**src/fan_params.svh**
```systemverilog
/*
 register offsets, reset values, bit positions and counts of the fan
 and thermal configuration bank; assumes inclusion by its bare name
*/
`ifndef FAN_PARAMS_SVH
`define FAN_PARAMS_SVH

`define ADDR_MAIN_CFG 8'h00
`define ADDR_REMOTE_FRAC 8'h06
`define ADDR_FAN_SPEED 8'h08
`define ADDR_LOCAL_TEMP 8'h0a
`define ADDR_REMOTE_TEMP 8'h0b
`define ADDR_LOCAL_CORR 8'h0d
`define ADDR_REMOTE_CORR 8'h0e
`define ADDR_FAN_LIMIT 8'h10
`define ADDR_LOCAL_UPPER 8'h14
`define ADDR_LOCAL_LOWER 8'h15
`define ADDR_LOCAL_CRIT 8'h16
`define ADDR_REMOTE_UPPER 8'h18
`define ADDR_REMOTE_LOWER 8'h19
`define ADDR_REMOTE_CRIT 8'h1a

`define CFG_RESET 8'h90
`define FAN_LIMIT_RESET 8'hff
`define BYTE_ZERO 8'h00
`define FRAC_BITS 3

`define CFG_MONITOR 0
`define CFG_INT_EN 1
`define CFG_SPEED_SEL 2
`define CFG_INVERT 3
`define CFG_FAULT_EN 4
`define CFG_SRC_LO 5
`define CFG_SRC_HI 6
`define CFG_CTRL_SEL 7

`define SRC_REMOTE 2'h0
`define SRC_FASTEST 2'h3

`define FAN_FAIL_COUNT 5

// limit table: corr local, corr remote, 60,0,70 local, 80,0,100 remote
`define LIMIT_RESETS 64'h64_00_50_46_00_3c_00_00
`define LIMIT_DEPTH 8

`endif

```
**src/fan_types_pkg.sv**
```systemverilog
/*
 shared types of the fan and thermal configuration bank;
 assumes fan_params.svh carries the numeric constants
*/
package fan_types_pkg;
    typedef logic [7:0] reg_byte_t;
    typedef logic [1:0] src_field_t;
endpackage : fan_types_pkg

```
**src/limit_mem.sv**
```systemverilog
/*
 small register file for offsets and temperature limits, read data
 held in a register; assumes one synchronous active-low reset
*/
`timescale 1ns/10ps
module limit_mem #(
    parameter int WIDTH = 8,
    parameter int DEPTH = 8,
    parameter int AW = 3,
    parameter logic [WIDTH*DEPTH-1:0] INIT = '0
) (
    input wire logic clk_sys,
    input wire logic rst_n,
    input wire logic wr_en,
    input wire logic [AW-1:0] wr_idx,
    input wire logic [WIDTH-1:0] wr_data,
    input wire logic rd_en,
    input wire logic [AW-1:0] rd_idx,
    output logic [WIDTH-1:0] rd_data_ff
);
    logic [WIDTH-1:0] mem_ff [DEPTH];

    // each entry restores its own power-up value
    genvar i;
    for (i = 0; i < DEPTH; i++) begin : g_entry
        always_ff @(posedge clk_sys) begin
            if (!rst_n) begin
                mem_ff[i] <= INIT[i*WIDTH +: WIDTH];
            end else if (wr_en && wr_idx == AW'(i)) begin
                mem_ff[i] <= wr_data;
            end
        end
    end

    // read data held until the next read
    always_ff @(posedge clk_sys) begin
        if (!rst_n) begin
            rd_data_ff <= '0;
        end else if (rd_en) begin
            rd_data_ff <= mem_ff[rd_idx];
        end
    end
endmodule : limit_mem

```
**src/fail_filter.sv**
```systemverilog
/*
 counts consecutive failed speed samples and raises a fault after the
 set number; assumes sample is a one-cycle pulse per monitoring cycle
*/
`timescale 1ns/10ps
module fail_filter #(
    parameter int FAIL_COUNT = 5
) (
    input wire logic clk_sys,
    input wire logic rst_n,
    input wire logic sample,
    input wire logic fail,
    output logic fault_ff
);
    logic [3:0] cnt_ff;
    logic [3:0] nxt_cnt;

    // saturates so a long stall cannot wrap back to zero
    assign nxt_cnt = !fail ? 4'h0 :
                     (cnt_ff == 4'(FAIL_COUNT)) ? cnt_ff : cnt_ff + 4'h1;

    // any good sample releases the fault at once
    always_ff @(posedge clk_sys) begin
        if (!rst_n) begin
            cnt_ff <= 4'h0;
            fault_ff <= 1'b0;
        end else if (sample) begin
            cnt_ff <= nxt_cnt;
            fault_ff <= (nxt_cnt == 4'(FAIL_COUNT));
        end
    end

    a_fault_on_fifth: assert property (
        @(posedge clk_sys) disable iff (!rst_n)
        sample && fail && cnt_ff == 4'(FAIL_COUNT - 1) |=> fault_ff)
        else $error("fault not raised on final failed sample");
    a_fault_release: assert property (
        @(posedge clk_sys) disable iff (!rst_n)
        sample && !fail |=> !fault_ff ##1 (fault_ff == 1'b0 || $past(sample)))
        else $error("fault not released on recovered fan");
endmodule : fail_filter

```
**src/fan_thermal_config_regs.sv**
```systemverilog
/*
 register bank of a two-channel temperature monitor and fan controller:
 main configuration, value, offset and limit registers, fan fault path.
 assumes the management bus engine presents byte reads and writes on the
 reg_ port, and the conversion engine gives one-cycle sample pulses.
*/
`timescale 1ns/10ps
`include "fan_params.svh"
module fan_thermal_config_regs #(
    parameter int FAIL_COUNT = `FAN_FAIL_COUNT
) (
    input wire logic clk_sys,
    input wire logic rst_n,
    input wire logic [7:0] reg_addr,
    input wire logic reg_wr,
    input wire logic [7:0] reg_wdata,
    input wire logic reg_rd,
    input wire logic [7:0] tach_count_in,
    input wire logic [7:0] analog_count_in,
    input wire logic speed_sample,
    input wire logic [7:0] local_temp_in,
    input wire logic [7:0] remote_temp_in,
    input wire logic [2:0] remote_frac_in,
    input wire logic temp_sample,
    input wire logic pwm_raw,
    input wire logic fault_status_clr,
    output fan_types_pkg::reg_byte_t reg_rdata_ff,
    output logic rd_valid_ff,
    output logic monitor_en_ff,
    output logic speed_sense_select_ff,
    output logic control_select_ff,
    output fan_types_pkg::src_field_t fan_source_ff,
    output logic sw_duty_mode_ff,
    output logic sw_rpm_mode_ff,
    output logic pwm_out_ff,
    output logic int_n_ff,
    output logic fan_fault_status_ff,
    output logic fan_fault_pin_o_ff,
    output logic fan_fault_pin_oe_n_ff
);
    fan_types_pkg::reg_byte_t cfg_ff;
    fan_types_pkg::reg_byte_t fan_speed_ff;
    fan_types_pkg::reg_byte_t fan_limit_ff;
    fan_types_pkg::reg_byte_t local_temp_ff;
    fan_types_pkg::reg_byte_t remote_temp_ff;
    logic [`FRAC_BITS-1:0] remote_frac_ff;
    fan_types_pkg::reg_byte_t local_rdata_ff;
    logic local_hit_ff;
    logic rd_pend_ff;
    fan_types_pkg::reg_byte_t mem_rdata;
    logic filter_fault;

    // address decode
    wire hit_cfg = reg_addr == `ADDR_MAIN_CFG;
    wire hit_frac = reg_addr == `ADDR_REMOTE_FRAC;
    wire hit_speed = reg_addr == `ADDR_FAN_SPEED;
    wire hit_ltemp = reg_addr == `ADDR_LOCAL_TEMP;
    wire hit_rtemp = reg_addr == `ADDR_REMOTE_TEMP;
    wire hit_limit = reg_addr == `ADDR_FAN_LIMIT;
    wire [2:0] mem_idx =
        (reg_addr == `ADDR_LOCAL_CORR) ? 3'h0 :
        (reg_addr == `ADDR_REMOTE_CORR) ? 3'h1 :
        (reg_addr == `ADDR_LOCAL_UPPER) ? 3'h2 :
        (reg_addr == `ADDR_LOCAL_LOWER) ? 3'h3 :
        (reg_addr == `ADDR_LOCAL_CRIT) ? 3'h4 :
        (reg_addr == `ADDR_REMOTE_UPPER) ? 3'h5 :
        (reg_addr == `ADDR_REMOTE_LOWER) ? 3'h6 : 3'h7;
    wire hit_mem = (reg_addr == `ADDR_LOCAL_CORR) ||
                   (reg_addr == `ADDR_REMOTE_CORR) ||
                   (reg_addr == `ADDR_LOCAL_UPPER) ||
                   (reg_addr == `ADDR_LOCAL_LOWER) ||
                   (reg_addr == `ADDR_LOCAL_CRIT) ||
                   (reg_addr == `ADDR_REMOTE_UPPER) ||
                   (reg_addr == `ADDR_REMOTE_LOWER) ||
                   (reg_addr == `ADDR_REMOTE_CRIT);

    // measurements only land while monitoring runs
    wire monitor = cfg_ff[`CFG_MONITOR];
    wire temp_take = temp_sample && monitor;
    wire speed_take = speed_sample && monitor;
    wire [7:0] speed_sel = cfg_ff[`CFG_SPEED_SEL] ? analog_count_in
                                                  : tach_count_in;
    // strictly above the limit, so a limit of ffh never trips
    wire speed_fail = speed_sel > fan_limit_ff;
    wire [1:0] src = cfg_ff[`CFG_SRC_HI:`CFG_SRC_LO];

    // local read selection; unmapped addresses read zero
    wire [7:0] local_rdata =
        hit_cfg ? cfg_ff :
        hit_frac ? {5'h00, remote_frac_ff} :
        hit_speed ? fan_speed_ff :
        hit_ltemp ? local_temp_ff :
        hit_rtemp ? remote_temp_ff :
        hit_limit ? fan_limit_ff : `BYTE_ZERO;

    limit_mem #(
        .WIDTH(8),
        .DEPTH(`LIMIT_DEPTH),
        .AW(3),
        .INIT(`LIMIT_RESETS)
    ) u_limits (
        .clk_sys(clk_sys),
        .rst_n(rst_n),
        .wr_en(reg_wr && hit_mem),
        .wr_idx(mem_idx),
        .wr_data(reg_wdata),
        .rd_en(reg_rd && hit_mem),
        .rd_idx(mem_idx),
        .rd_data_ff(mem_rdata)
    );

    fail_filter #(
        .FAIL_COUNT(FAIL_COUNT)
    ) u_filter (
        .clk_sys(clk_sys),
        .rst_n(rst_n),
        .sample(speed_take),
        .fail(speed_fail),
        .fault_ff(filter_fault)
    );

    // configuration and fan limit, writable by the host
    always_ff @(posedge clk_sys) begin
        if (!rst_n) begin
            cfg_ff <= `CFG_RESET;
            fan_limit_ff <= `FAN_LIMIT_RESET;
        end else if (reg_wr) begin
            if (hit_cfg) cfg_ff <= reg_wdata;
            if (hit_limit) fan_limit_ff <= reg_wdata;
        end
    end

    // value registers: host writes only reach the speed count
    always_ff @(posedge clk_sys) begin
        if (!rst_n) begin
            fan_speed_ff <= `BYTE_ZERO;
            local_temp_ff <= `BYTE_ZERO;
            remote_temp_ff <= `BYTE_ZERO;
            remote_frac_ff <= '0;
        end else begin
            if (speed_take) fan_speed_ff <= speed_sel;
            else if (reg_wr && hit_speed) fan_speed_ff <= reg_wdata;
            if (temp_take) begin
                local_temp_ff <= local_temp_in;
                remote_temp_ff <= remote_temp_in;
                remote_frac_ff <= remote_frac_in;
            end
        end
    end

    // read pipeline: capture, then merge with the memory answer
    always_ff @(posedge clk_sys) begin
        if (!rst_n) begin
            rd_pend_ff <= 1'b0;
            local_hit_ff <= 1'b0;
            local_rdata_ff <= `BYTE_ZERO;
            rd_valid_ff <= 1'b0;
            reg_rdata_ff <= `BYTE_ZERO;
        end else begin
            rd_pend_ff <= reg_rd;
            if (reg_rd) begin
                local_hit_ff <= !hit_mem;
                local_rdata_ff <= local_rdata;
            end
            rd_valid_ff <= rd_pend_ff;
            if (rd_pend_ff) begin
                reg_rdata_ff <= local_hit_ff ? local_rdata_ff : mem_rdata;
            end
        end
    end

    // fault status: a new failure beats a clear in the same cycle
    always_ff @(posedge clk_sys) begin
        if (!rst_n) begin
            fan_fault_status_ff <= 1'b0;
        end else if (speed_take && speed_fail) begin
            fan_fault_status_ff <= 1'b1;
        end else if (fault_status_clr) begin
            fan_fault_status_ff <= 1'b0;
        end
    end

    // registered control outputs seen by the fan engine
    always_ff @(posedge clk_sys) begin
        if (!rst_n) begin
            monitor_en_ff <= 1'b0;
            speed_sense_select_ff <= 1'b0;
            control_select_ff <= 1'b1;
            fan_source_ff <= `SRC_REMOTE;
            sw_duty_mode_ff <= 1'b0;
            sw_rpm_mode_ff <= 1'b0;
            pwm_out_ff <= 1'b1;
            int_n_ff <= 1'b1;
        end else begin
            monitor_en_ff <= monitor;
            speed_sense_select_ff <= cfg_ff[`CFG_SPEED_SEL];
            control_select_ff <= cfg_ff[`CFG_CTRL_SEL];
            fan_source_ff <= src;
            sw_duty_mode_ff <= !cfg_ff[`CFG_CTRL_SEL] &&
                               src == `SRC_REMOTE;
            sw_rpm_mode_ff <= !cfg_ff[`CFG_CTRL_SEL] &&
                              src == `SRC_FASTEST;
            pwm_out_ff <= cfg_ff[`CFG_INVERT] ? pwm_raw : !pwm_raw;
            int_n_ff <= !(cfg_ff[`CFG_INT_EN] &&
                          fan_fault_status_ff);
        end
    end

    // open-drain fan-failure pin: only ever pulls low
    always_ff @(posedge clk_sys) begin
        if (!rst_n) begin
            fan_fault_pin_o_ff <= 1'b0;
            fan_fault_pin_oe_n_ff <= 1'b1;
        end else begin
            fan_fault_pin_o_ff <= 1'b0;
            fan_fault_pin_oe_n_ff <= !(cfg_ff[`CFG_FAULT_EN] &&
                                       filter_fault);
        end
    end

    // checks beside the logic; one clock, all quiet while in reset
    a_ro_write_kept: assert property (
        @(posedge clk_sys) disable iff (!rst_n)
        reg_wr && hit_ltemp && !temp_take |=> $stable(local_temp_ff))
        else $error("read-only temperature changed by a host write");
    a_monitor_gate: assert property (
        @(posedge clk_sys) disable iff (!rst_n)
        !cfg_ff[`CFG_MONITOR] |=> $stable(remote_temp_ff))
        else $error("temperature updated with monitoring off");
    a_speed_hold: assert property (
        @(posedge clk_sys) disable iff (!rst_n)
        !cfg_ff[`CFG_MONITOR] && !(reg_wr && hit_speed)
        |=> $stable(fan_speed_ff))
        else $error("speed count updated with monitoring off");
    a_int_gated: assert property (
        @(posedge clk_sys) disable iff (!rst_n)
        !cfg_ff[`CFG_INT_EN] |=> int_n_ff)
        else $error("interrupt asserted while disabled");
    a_int_fires: assert property (
        @(posedge clk_sys) disable iff (!rst_n)
        cfg_ff[`CFG_INT_EN] && fan_fault_status_ff |=> !int_n_ff)
        else $error("enabled interrupt not asserted on fan fault");
    a_pwm_polarity: assert property (
        @(posedge clk_sys) disable iff (!rst_n)
        pwm_raw && !cfg_ff[`CFG_INVERT] |=> !pwm_out_ff)
        else $error("full drive not low at default polarity");
    a_speed_source: assert property (
        @(posedge clk_sys) disable iff (!rst_n)
        speed_take && cfg_ff[`CFG_SPEED_SEL]
        |=> fan_speed_ff == $past(analog_count_in))
        else $error("analog speed count not taken");
    a_fault_pin_off: assert property (
        @(posedge clk_sys) disable iff (!rst_n)
        !cfg_ff[`CFG_FAULT_EN] |=> fan_fault_pin_oe_n_ff)
        else $error("fan-failure pin driven while disabled");
    a_fault_pin_on: assert property (
        @(posedge clk_sys) disable iff (!rst_n)
        cfg_ff[`CFG_FAULT_EN] && filter_fault |=> !fan_fault_pin_oe_n_ff)
        else $error("fan-failure pin not driven on filtered fault");
    a_auto_mode: assert property (
        @(posedge clk_sys) disable iff (!rst_n)
        cfg_ff[`CFG_CTRL_SEL]
        |=> control_select_ff && !sw_duty_mode_ff && !sw_rpm_mode_ff)
        else $error("software mode shown under automatic control");
    a_sw_duty: assert property (
        @(posedge clk_sys) disable iff (!rst_n)
        !cfg_ff[`CFG_CTRL_SEL] && src == `SRC_REMOTE
        |=> sw_duty_mode_ff && !sw_rpm_mode_ff)
        else $error("software duty mode not selected");
    a_sw_modes: assert property (
        @(posedge clk_sys) disable iff (!rst_n)
        !cfg_ff[`CFG_CTRL_SEL] && src == `SRC_FASTEST
        |=> sw_rpm_mode_ff && !sw_duty_mode_ff)
        else $error("software speed mode not selected");
    a_stall_flag: assert property (
        @(posedge clk_sys) disable iff (!rst_n)
        speed_take && !cfg_ff[`CFG_SPEED_SEL] && tach_count_in > fan_limit_ff
        |=> fan_fault_status_ff)
        else $error("tach count over limit not flagged");
    a_fault_status: assert property (
        @(posedge clk_sys) disable iff (!rst_n)
        speed_take && speed_fail |=> fan_fault_status_ff [*1]
        ##1 int_n_ff == !$past(cfg_ff[`CFG_INT_EN]))
        else $error("fault status or interrupt missed");
    a_remote_msb: assert property (
        @(posedge clk_sys) disable iff (!rst_n)
        temp_take |=> remote_temp_ff == $past(remote_temp_in) &&
        remote_frac_ff == $past(remote_frac_in))
        else $error("remote reading not captured");
    a_cfg_reset: assert property (
        @(posedge clk_sys)
        $rose(rst_n) |-> cfg_ff == `CFG_RESET &&
        fan_limit_ff == `FAN_LIMIT_RESET)
        else $error("configuration or fan limit wrong after reset");
    a_read_latency: assert property (
        @(posedge clk_sys) disable iff (!rst_n)
        reg_rd && hit_cfg ##1 !reg_wr |=> rd_valid_ff &&
        reg_rdata_ff == $past(cfg_ff, 2))
        else $error("configuration read answer wrong");
endmodule : fan_thermal_config_regs

```
**config.mk**
```make
export PLATFORM = sky130hd
export DESIGN_NAME = fan_thermal_config_regs
export DESIGN_NICKNAME = d
export VERILOG_FILES = /design/src/fan_types_pkg.sv /design/src/limit_mem.sv /design/src/fail_filter.sv /design/src/fan_thermal_config_regs.sv
export VERILOG_INCLUDE_DIRS = /design/src /design/src/src
export SDC_FILE = /design/constraint.sdc
export NUM_CORES = 1
export LEC_CHECK = 0
export ABC_AREA = 0
export BUFFER_PORTS_ARGS = -buffer_cell sky130_fd_sc_hd__buf_2
export CAP_MARGIN = 15
export CORE_ASPECT_RATIO = 1.75
export CORE_MARGIN = 5
export CORE_UTILIZATION = 45
export CTS_CLUSTER_SIZE = 8
export DETAILED_ROUTE_END_ITERATION = 12
export PLACE_DENSITY_LB_ADDON = 0.12
export SLEW_MARGIN = 0
export SYNTH_ARGS = -nofsm -noshare
export SYNTH_HDL_FRONTEND = slang
export SYNTH_SLANG_ARGS = --single-unit
export TNS_END_PERCENT = 10
```
**constraint.sdc**
```tcl
create_clock -name clk_sys -period 2.4 [get_ports clk_sys]
set_clock_uncertainty 0.15 [all_clocks]
set_input_delay 0.24 -clock clk_sys [delete_from_list [all_inputs] [get_ports clk_sys]]
set_output_delay 0.24 -clock clk_sys [all_outputs]
set_load 0.05 [all_outputs]
```
==> Yosys cells after proc, flatten, opt, wreduce, memory -nomap -nowiden <==
Memories as Yosys holds them, arrays and structs flattened. A register that Yosys moved wholly into a read port is not among the register bits.
Index checks and enable logic that the tools add are counted.
{ "totals": {"reg_bits": 78, "ramBits": 64, "inputBits": 59, "elab_cells": 150, "n_memories": 1} }
{ "memory_table": {"columns": ["memory", "depth", "word_bits", "rd", "rd_ports_with_merged_regs", "write_ports", "line_no", "text"], "rows": [
  ["u_limits.mem_ff", 8, 8, 1, 1, 8, "limit_mem.sv:21", "logic [WIDTH-1:0] mem_ff [DEPTH];"]
]} }
{ "classes": {"add_sub_neg": 1, "order_cmp": 1, "n_eq_ne": 23, "n_mux": 55, "n_bitwise": 8, "reduce_logical": 38} }
{ "op_table": {"columns": ["cell", "count"], "rows": [
  ["8-bit two-way mux", 18],
  ["8-bit by 5-bit equality test with 1-bit output (second input constant)", 7],
  ["8-bit by 4-bit equality test with 1-bit output (second input constant)", 5],
  ["1-bit two-way mux", 29],
  ["1-bit logical AND", 18],
  ["3-bit equality test (second input constant)", 4],
  ["3-bit two-way mux", 4],
  ["4-bit by 3-bit equality test with 1-bit output (second input constant)", 2],
  ["8-bit by 3-bit equality test with 1-bit output (second input constant)", 1],
  ["8-bit greater-than comparator", 1],
  ["8-bit logical NOT", 1],
  ["4-bit two-way mux", 2],
  ["1-bit OR", 8],
  ["1-bit logical OR", 7],
  ["3-bit by 2-bit equality test with 1-bit output (second input constant)", 2],
  ["1-bit logical NOT", 6],
  ["4-bit by 1-bit adder with 4-bit output (second input constant)", 1],
  ["2-bit two-way mux", 2],
  ["2-bit AND reduction", 2],
  ["2-bit nonzero test", 2],
  ["3-bit by 1-bit equality test with 1-bit output (second input constant)", 1],
  ["3-bit logical NOT", 1],
  ["2-bit equality test (second input constant)", 1],
  ["2-bit logical NOT", 1]
]} }

==> Depth between registers and ports, before layout <==
{ "logic_depth": {"word_depth": 14, "mapped_depth": 9, "depth_no_buf": 8} }

==> Hierarchy <==
Synthesis repeated with hierarchy kept, for this count alone.
{ "unflattened": {"hier_cells": 715, "area_unflattened_um2": 7188.1} }
{ "by_module_without_submodules": {"columns": ["module", "n_inst", "cells_each", "area_per_inst_um2", "seq_area_each_um2"], "rows": [
  ["fan_thermal_config_regs", 1, 446, 3636.0, 1461.4],
  ["limit_mem", 1, 234, 3233.1, 2082.0],
  ["fail_filter", 1, 35, 319.1, 100.1]
]} }

==> Worst setup path after synthesis <==
Ideal clock, no wire load.
{ "synth_path": {"path_kind": "input to register", "from": "input reg_addr[2]", "to": "memory u_limits.mem_ff[2][0], enable pin", "setup_time_ps": 384, "arrival_ps": 2013, "required_time_ps": 1866, "path_slack_ps": -147, "stages": 7, "n_path_buf": 2, "cell_sequence": "buf_2 > buf_2 > and2_1 > o2bb2ai_1 > a21oi_2 > nand2b_1 > o21ai_0"} }
{ "synth_lines": {"columns": ["element", "line_no", "text"], "rows": [
  ["from (decl)", "fan_thermal_config_regs.sv:14", "input wire logic [7:0] reg_addr,"],
  ["to (decl)", "limit_mem.sv:21", null]
]} }

==> Worst setup path in the final report <==
{ "layout_path": {"from": "register cfg_ff[2]", "to": "register u_filter.cnt_ff[3]"} }
{ "layout_via": {"elab_chain_len": 3} }
{ "layout_lines": {"columns": ["element", "line_no", "text"], "rows": [
  ["from (decl)", "fan_thermal_config_regs.sv:41", "fan_types_pkg::reg_byte_t cfg_ff;"],
  ["from (signal assigned)", "fan_thermal_config_regs.sv:125", "cfg_ff <= `CFG_RESET;"],
  ["from (signal assigned)", "fan_thermal_config_regs.sv:128", "if (hit_cfg) cfg_ff <= reg_wdata;"],
  ["8-bit two-way mux", "fan_thermal_config_regs.sv:81", "wire [7:0] speed_sel = cfg_ff[`CFG_SPEED_SEL] ? analog_count_in"],
  ["8-bit greater-than comparator", "fan_thermal_config_regs.sv:84", "wire speed_fail = speed_sel > fan_limit_ff;"],
  ["4-bit two-way mux", "fail_filter.sv:19", "assign nxt_cnt = !fail ? 4'h0 :"],
  ["to (signal assigned)", "fail_filter.sv:28", "cnt_ff <= nxt_cnt;"],
  ["to (decl)", "fail_filter.sv:15", "logic [3:0] cnt_ff;"]
]} }
Every way passes these cells.
A chain may end at the register's enable or synchronous reset.

==> insert_results.sql <==
INSERT INTO impl_metrics (metric_group, metric, value, unit) VALUES
('floorplanning', 'die_h', '177.6', 'um'),
('power_and_ir_drop', 'power_leakage', '3.704', 'nW'),
('worst_setup_path', 'reg2reg_depth', '9', ''),
('flow_run', 'number_of_max_cap_violations', '0', ''),
('timing', 'layout_worst_path_cycle_share', '95.20', '%'),
('layout', 'area_growth', '21.55', '%'),
('placed_design', 'gp_congestion', '0.8378', ''),
('yosys', 'synth.top_cells.by_area', 'sky130_fd_sc_hd__edfxtp_1, sky130_fd_sc_hd__dfxtp_1, sky130_fd_sc_hd__and2_1', ''),
('worst_setup_path', 'cp_data_required_time', '2530', 'ps'),
('timing', 'finalMaxSlewViolations', '0', ''),
('global_routing', 'grt_first_pass_wirelength', '31190', 'um'),
('worst_setup_path', 'worst_r2r_startpoint', 'cfg_ff[2]', ''),
('layout', 'layout-drive-gt1-share', '23.26', '%'),
('layout', 'design_area', '8780', 'um2'),
('yosys', 'synth.net_count', '791', ''),
('yosys', 'synth_cell_type_count', '56', ''),
('cts', 'root_buffer', 'sky130_fd_sc_hd__clkbuf_16', ''),
('worst_setup_path', 'crit_path_start', 'cfg_ff[2]', ''),
('timing', 'timing.final.crit_period', '2285', 'ps'),
('timing', 'hold_violations', '0', ''),
('yosys', 'async_reset_ff_share', '0', '%'),
('min_path', 'holdPathEnd', 'fan_limit_ff[2]', ''),
('outcome', 'result_of_the_run', 'finished, final reports clean', ''),
('floorplanning', 'die_width', '105.8', 'um'),
('yosys', 'synth.avg_cell_area', '10.00', 'um2'),
('floorplanning', 'fp.dieArea', '18780', 'um2'),
('worst_setup_path', 'worst_r2r_endpoint', 'u_filter.cnt_ff[3]', ''),
('worst_setup_path', 'crit_type', 'reg -> reg', ''),
('drt', 'vias', '5793', ''),
('timing', 'max_freq', '437.7', 'MHz'),
('cts', 'clock_sinks', '150', ''),
('cts', 'numCtsBuffers', '17', ''),
('min_path', 'worst_hold_path_type', 'in -> reg', ''),
('worst_setup_path', 'critPathArrivalTime', '2420', 'ps'),
('power_and_ir_drop', 'worst_ir_drop_vdd', '0.4229', 'mV'),
('global_routing', 'globalRouteTotalUtil', '21.62', '%'),
('yosys', 'cell_area_synth', '7223', 'um2'),
('drt', 'viasPerCell', '5.592', ''),
('yosys', 'synthTopCellsByCount', 'sky130_fd_sc_hd__nand2_1, sky130_fd_sc_hd__dfxtp_1, sky130_fd_sc_hd__and2_1, sky130_fd_sc_hd__edfxtp_1, sky130_fd_sc_hd__nor2_1', ''),
('timing', 'worstMarginPinSlew', '1158', 'ps'),
('yosys', 'yosys.area.top_type', 'sky130_fd_sc_hd__edfxtp_1', ''),
('drt', 'pre_repair_dr_iteration_count', '6', ''),
('placed_design', 'numPortBuffers', '78', ''),
('cts', 'clk_transition_reported_paths', '70', 'ps'),
('drt', 'detail-route-antenna-nets', '0', ''),
('power_and_ir_drop', 'report.power.total', '5.739', 'mW'),
('min_path', 'hp-start', 'reg_wdata[2]', ''),
('worst_setup_path', 'cp-start-kind', 'flop', ''),
('yosys', 'synth-seq-area-share', '50.44', '%'),
('timing', 'max-slew-margin-rel', '22.18', '%'),
('floorplanning', 'standard_cell_core_area', '15880', 'um2'),
('timing', 'holdWs', '82.71', 'ps'),
('yosys', 'synth-main-ff-cell', 'sky130_fd_sc_hd__dfxtp_1', ''),
('placed_design', 'dp.final_hpwl', '14700', 'um'),
('floorplanning', 'pin_count', '80', ''),
('global_routing', 'number_of_global_route_vias_before_repair', '5881', ''),
('timing', 'grt_setup_unrepaired', 'true', ''),
('layout', 'num_antenna_cells', '0', ''),
('placed_design', 'dpl_cell_area', '7988', 'um2'),
('yosys', 'synth.most_common_cell', 'sky130_fd_sc_hd__nand2_1', ''),
('yosys', 'synth-edff-count', '64', ''),
('drt', 'routedWlPerCell', '19.04', 'um'),
('cts', 'tritoncts', 'done', ''),
('global_routing', 'number_of_antenna_violations_at_the_first_check_in_global_routing', '0', ''),
('cts', 'worst_skew_pair.late_latency', '420', 'ps'),
('yosys', 'postSynthRegisterBits', '150', ''),
('drt', 'route.detailed.drc', '0', ''),
('worst_setup_path', 'rrSetupSlack', '120', 'ps'),
('worst_setup_path', 'end_kind', 'flop', ''),
('worst_setup_path', 'worst-path-max-fanout', '7', ''),
('min_path', 'hold_depth', '3', '');
power by group:
part | switching, mW | internal, mW
Combinational | 0.275 | 0.172
Clock | 1.17 | 1.36
Sequential | 0.0338 | 2.73
Total | 1.47 | 4.27
cell type report:
cell class	instances	area, um2
Fill cell	1443	7096
Sequential cell	150	3645
Multi-Input combinational cell	513	3337
Timing Repair Buffer	142	964.7
Clock buffer	17	425.4
Tap cell	189	236.5
Clock inverter	15	133.9
Inverter	10	37.54
per-stage QoR:
step / instances / TNS (ps) / utilization (%) / setup slack (ps)
2_1_floorplan: 722 / -4671 / - / -146.8
3_3_place_gp: 983 / -476.8 / 50.32 / -61.87
3_5_place_dp: 983 / -1487 / 50.32 / -196.2
4_1_cts: 1036 / -1.792 / 55.18 / -1.792
5_1_grt: 1036 / -18.71 / 55.30 / -18.71
6_report: 1036 / 0 / 55.30 / 115.3
per-layer routing:
metal	vias to the layer above	track usage (%)	wire length (um)
met5	-	0	0
met4	0	11.40	903
met3	40	3.422	769
met2	178	41.59	10920
met1	2770	22.03	7129
li1	2805	-	-
worst max path at each step:
stage,end
after global placement,u_limits.rd_data_ff[5]
after CTS,u_filter.cnt_ff[2]
final,u_filter.cnt_ff[3]
after floorplan,u_limits.mem_ff[2][0]
after detailed placement,u_limits.rd_data_ff[5]
after global routing,u_filter.cnt_ff[3]
flip-flops by register name, indices dropped and copies added, names as in the netlist, 2 cells and up:
name / flops
remote_frac_ff: 3
cfg_ff: 8
local_temp_ff: 8
reg_rdata_ff: 8
remote_temp_ff: 8
fan_limit_ff: 8
fan_speed_ff: 8
u_limits.mem_ff: 64
local_rdata_ff: 8
fan_source_ff: 2
u_filter.cnt_ff: 4
u_limits.rd_data_ff: 8
logic make-up after synthesis:
| family | synth area share [%] |
|---|---|
| xor+xnor | 0.3638 |
| other cells | 0.05192 |
| mux | 9.752 |
| compound gates | 13.42 |
| simple gates | 20.63 |
| flops | 50.44 |
| buf+inv | 3.603 |
| fa+ha+maj | 1.732 |
worst max-delay path: stages, from the launching register on:
cell                      delay, ps
sky130_fd_sc_hd__dfxtp_2        350
sky130_fd_sc_hd__buf_6          140
sky130_fd_sc_hd__mux2_2         370
sky130_fd_sc_hd__ha_1           300
sky130_fd_sc_hd__a21o_1         160
sky130_fd_sc_hd__a21o_1         180
sky130_fd_sc_hd__a21oi_2        150
sky130_fd_sc_hd__nor2_2          90
sky130_fd_sc_hd__o22ai_1        170
sky130_fd_sc_hd__a21oi_1         90
what timing repair did:
action / 4_1_cts / 5_1_grt
setup endpoints to repair: 3 / 6
hold buffers: 21 / 0
hold endpoints to repair: 21 / 0
pin swaps: 0 / 1
gates resized for setup: 3 / 5
setup buffers: 0 / 0
layout by cell type (no fill, tap or decap), types with 3 or more instances in the layout:
cell type,count
sky130_fd_sc_hd__nor2_1,50
sky130_fd_sc_hd__nand2_1,90
sky130_fd_sc_hd__nand3b_1,4
sky130_fd_sc_hd__clkbuf_16,17
sky130_fd_sc_hd__buf_2,78
sky130_fd_sc_hd__o21a_1,3
sky130_fd_sc_hd__a21o_1,3
sky130_fd_sc_hd__ha_1,10
sky130_fd_sc_hd__nor3_1,3
sky130_fd_sc_hd__o21ai_0,30
sky130_fd_sc_hd__dfxtp_1,85
sky130_fd_sc_hd__buf_12,3
sky130_fd_sc_hd__inv_1,11
sky130_fd_sc_hd__o21ai_1,3
sky130_fd_sc_hd__mux2i_1,40
sky130_fd_sc_hd__edfxtp_1,64
sky130_fd_sc_hd__a211oi_1,19
sky130_fd_sc_hd__or3_1,15
sky130_fd_sc_hd__nand4_1,3
sky130_fd_sc_hd__o22ai_1,4
sky130_fd_sc_hd__nand2b_1,9
sky130_fd_sc_hd__nor4_1,5
sky130_fd_sc_hd__a311oi_1,3
sky130_fd_sc_hd__inv_6,6
sky130_fd_sc_hd__dlygate4sd3_1,21
sky130_fd_sc_hd__a22oi_1,3
sky130_fd_sc_hd__a31oi_1,6
sky130_fd_sc_hd__a21oi_1,33
sky130_fd_sc_hd__buf_4,39
sky130_fd_sc_hd__a211o_1,8
sky130_fd_sc_hd__mux2_2,27
sky130_fd_sc_hd__nand3_1,23
sky130_fd_sc_hd__a22o_1,11
sky130_fd_sc_hd__and2_1,69
sky130_fd_sc_hd__o211a_1,8
No activity file was read; power rests on OpenSTA's default activity.
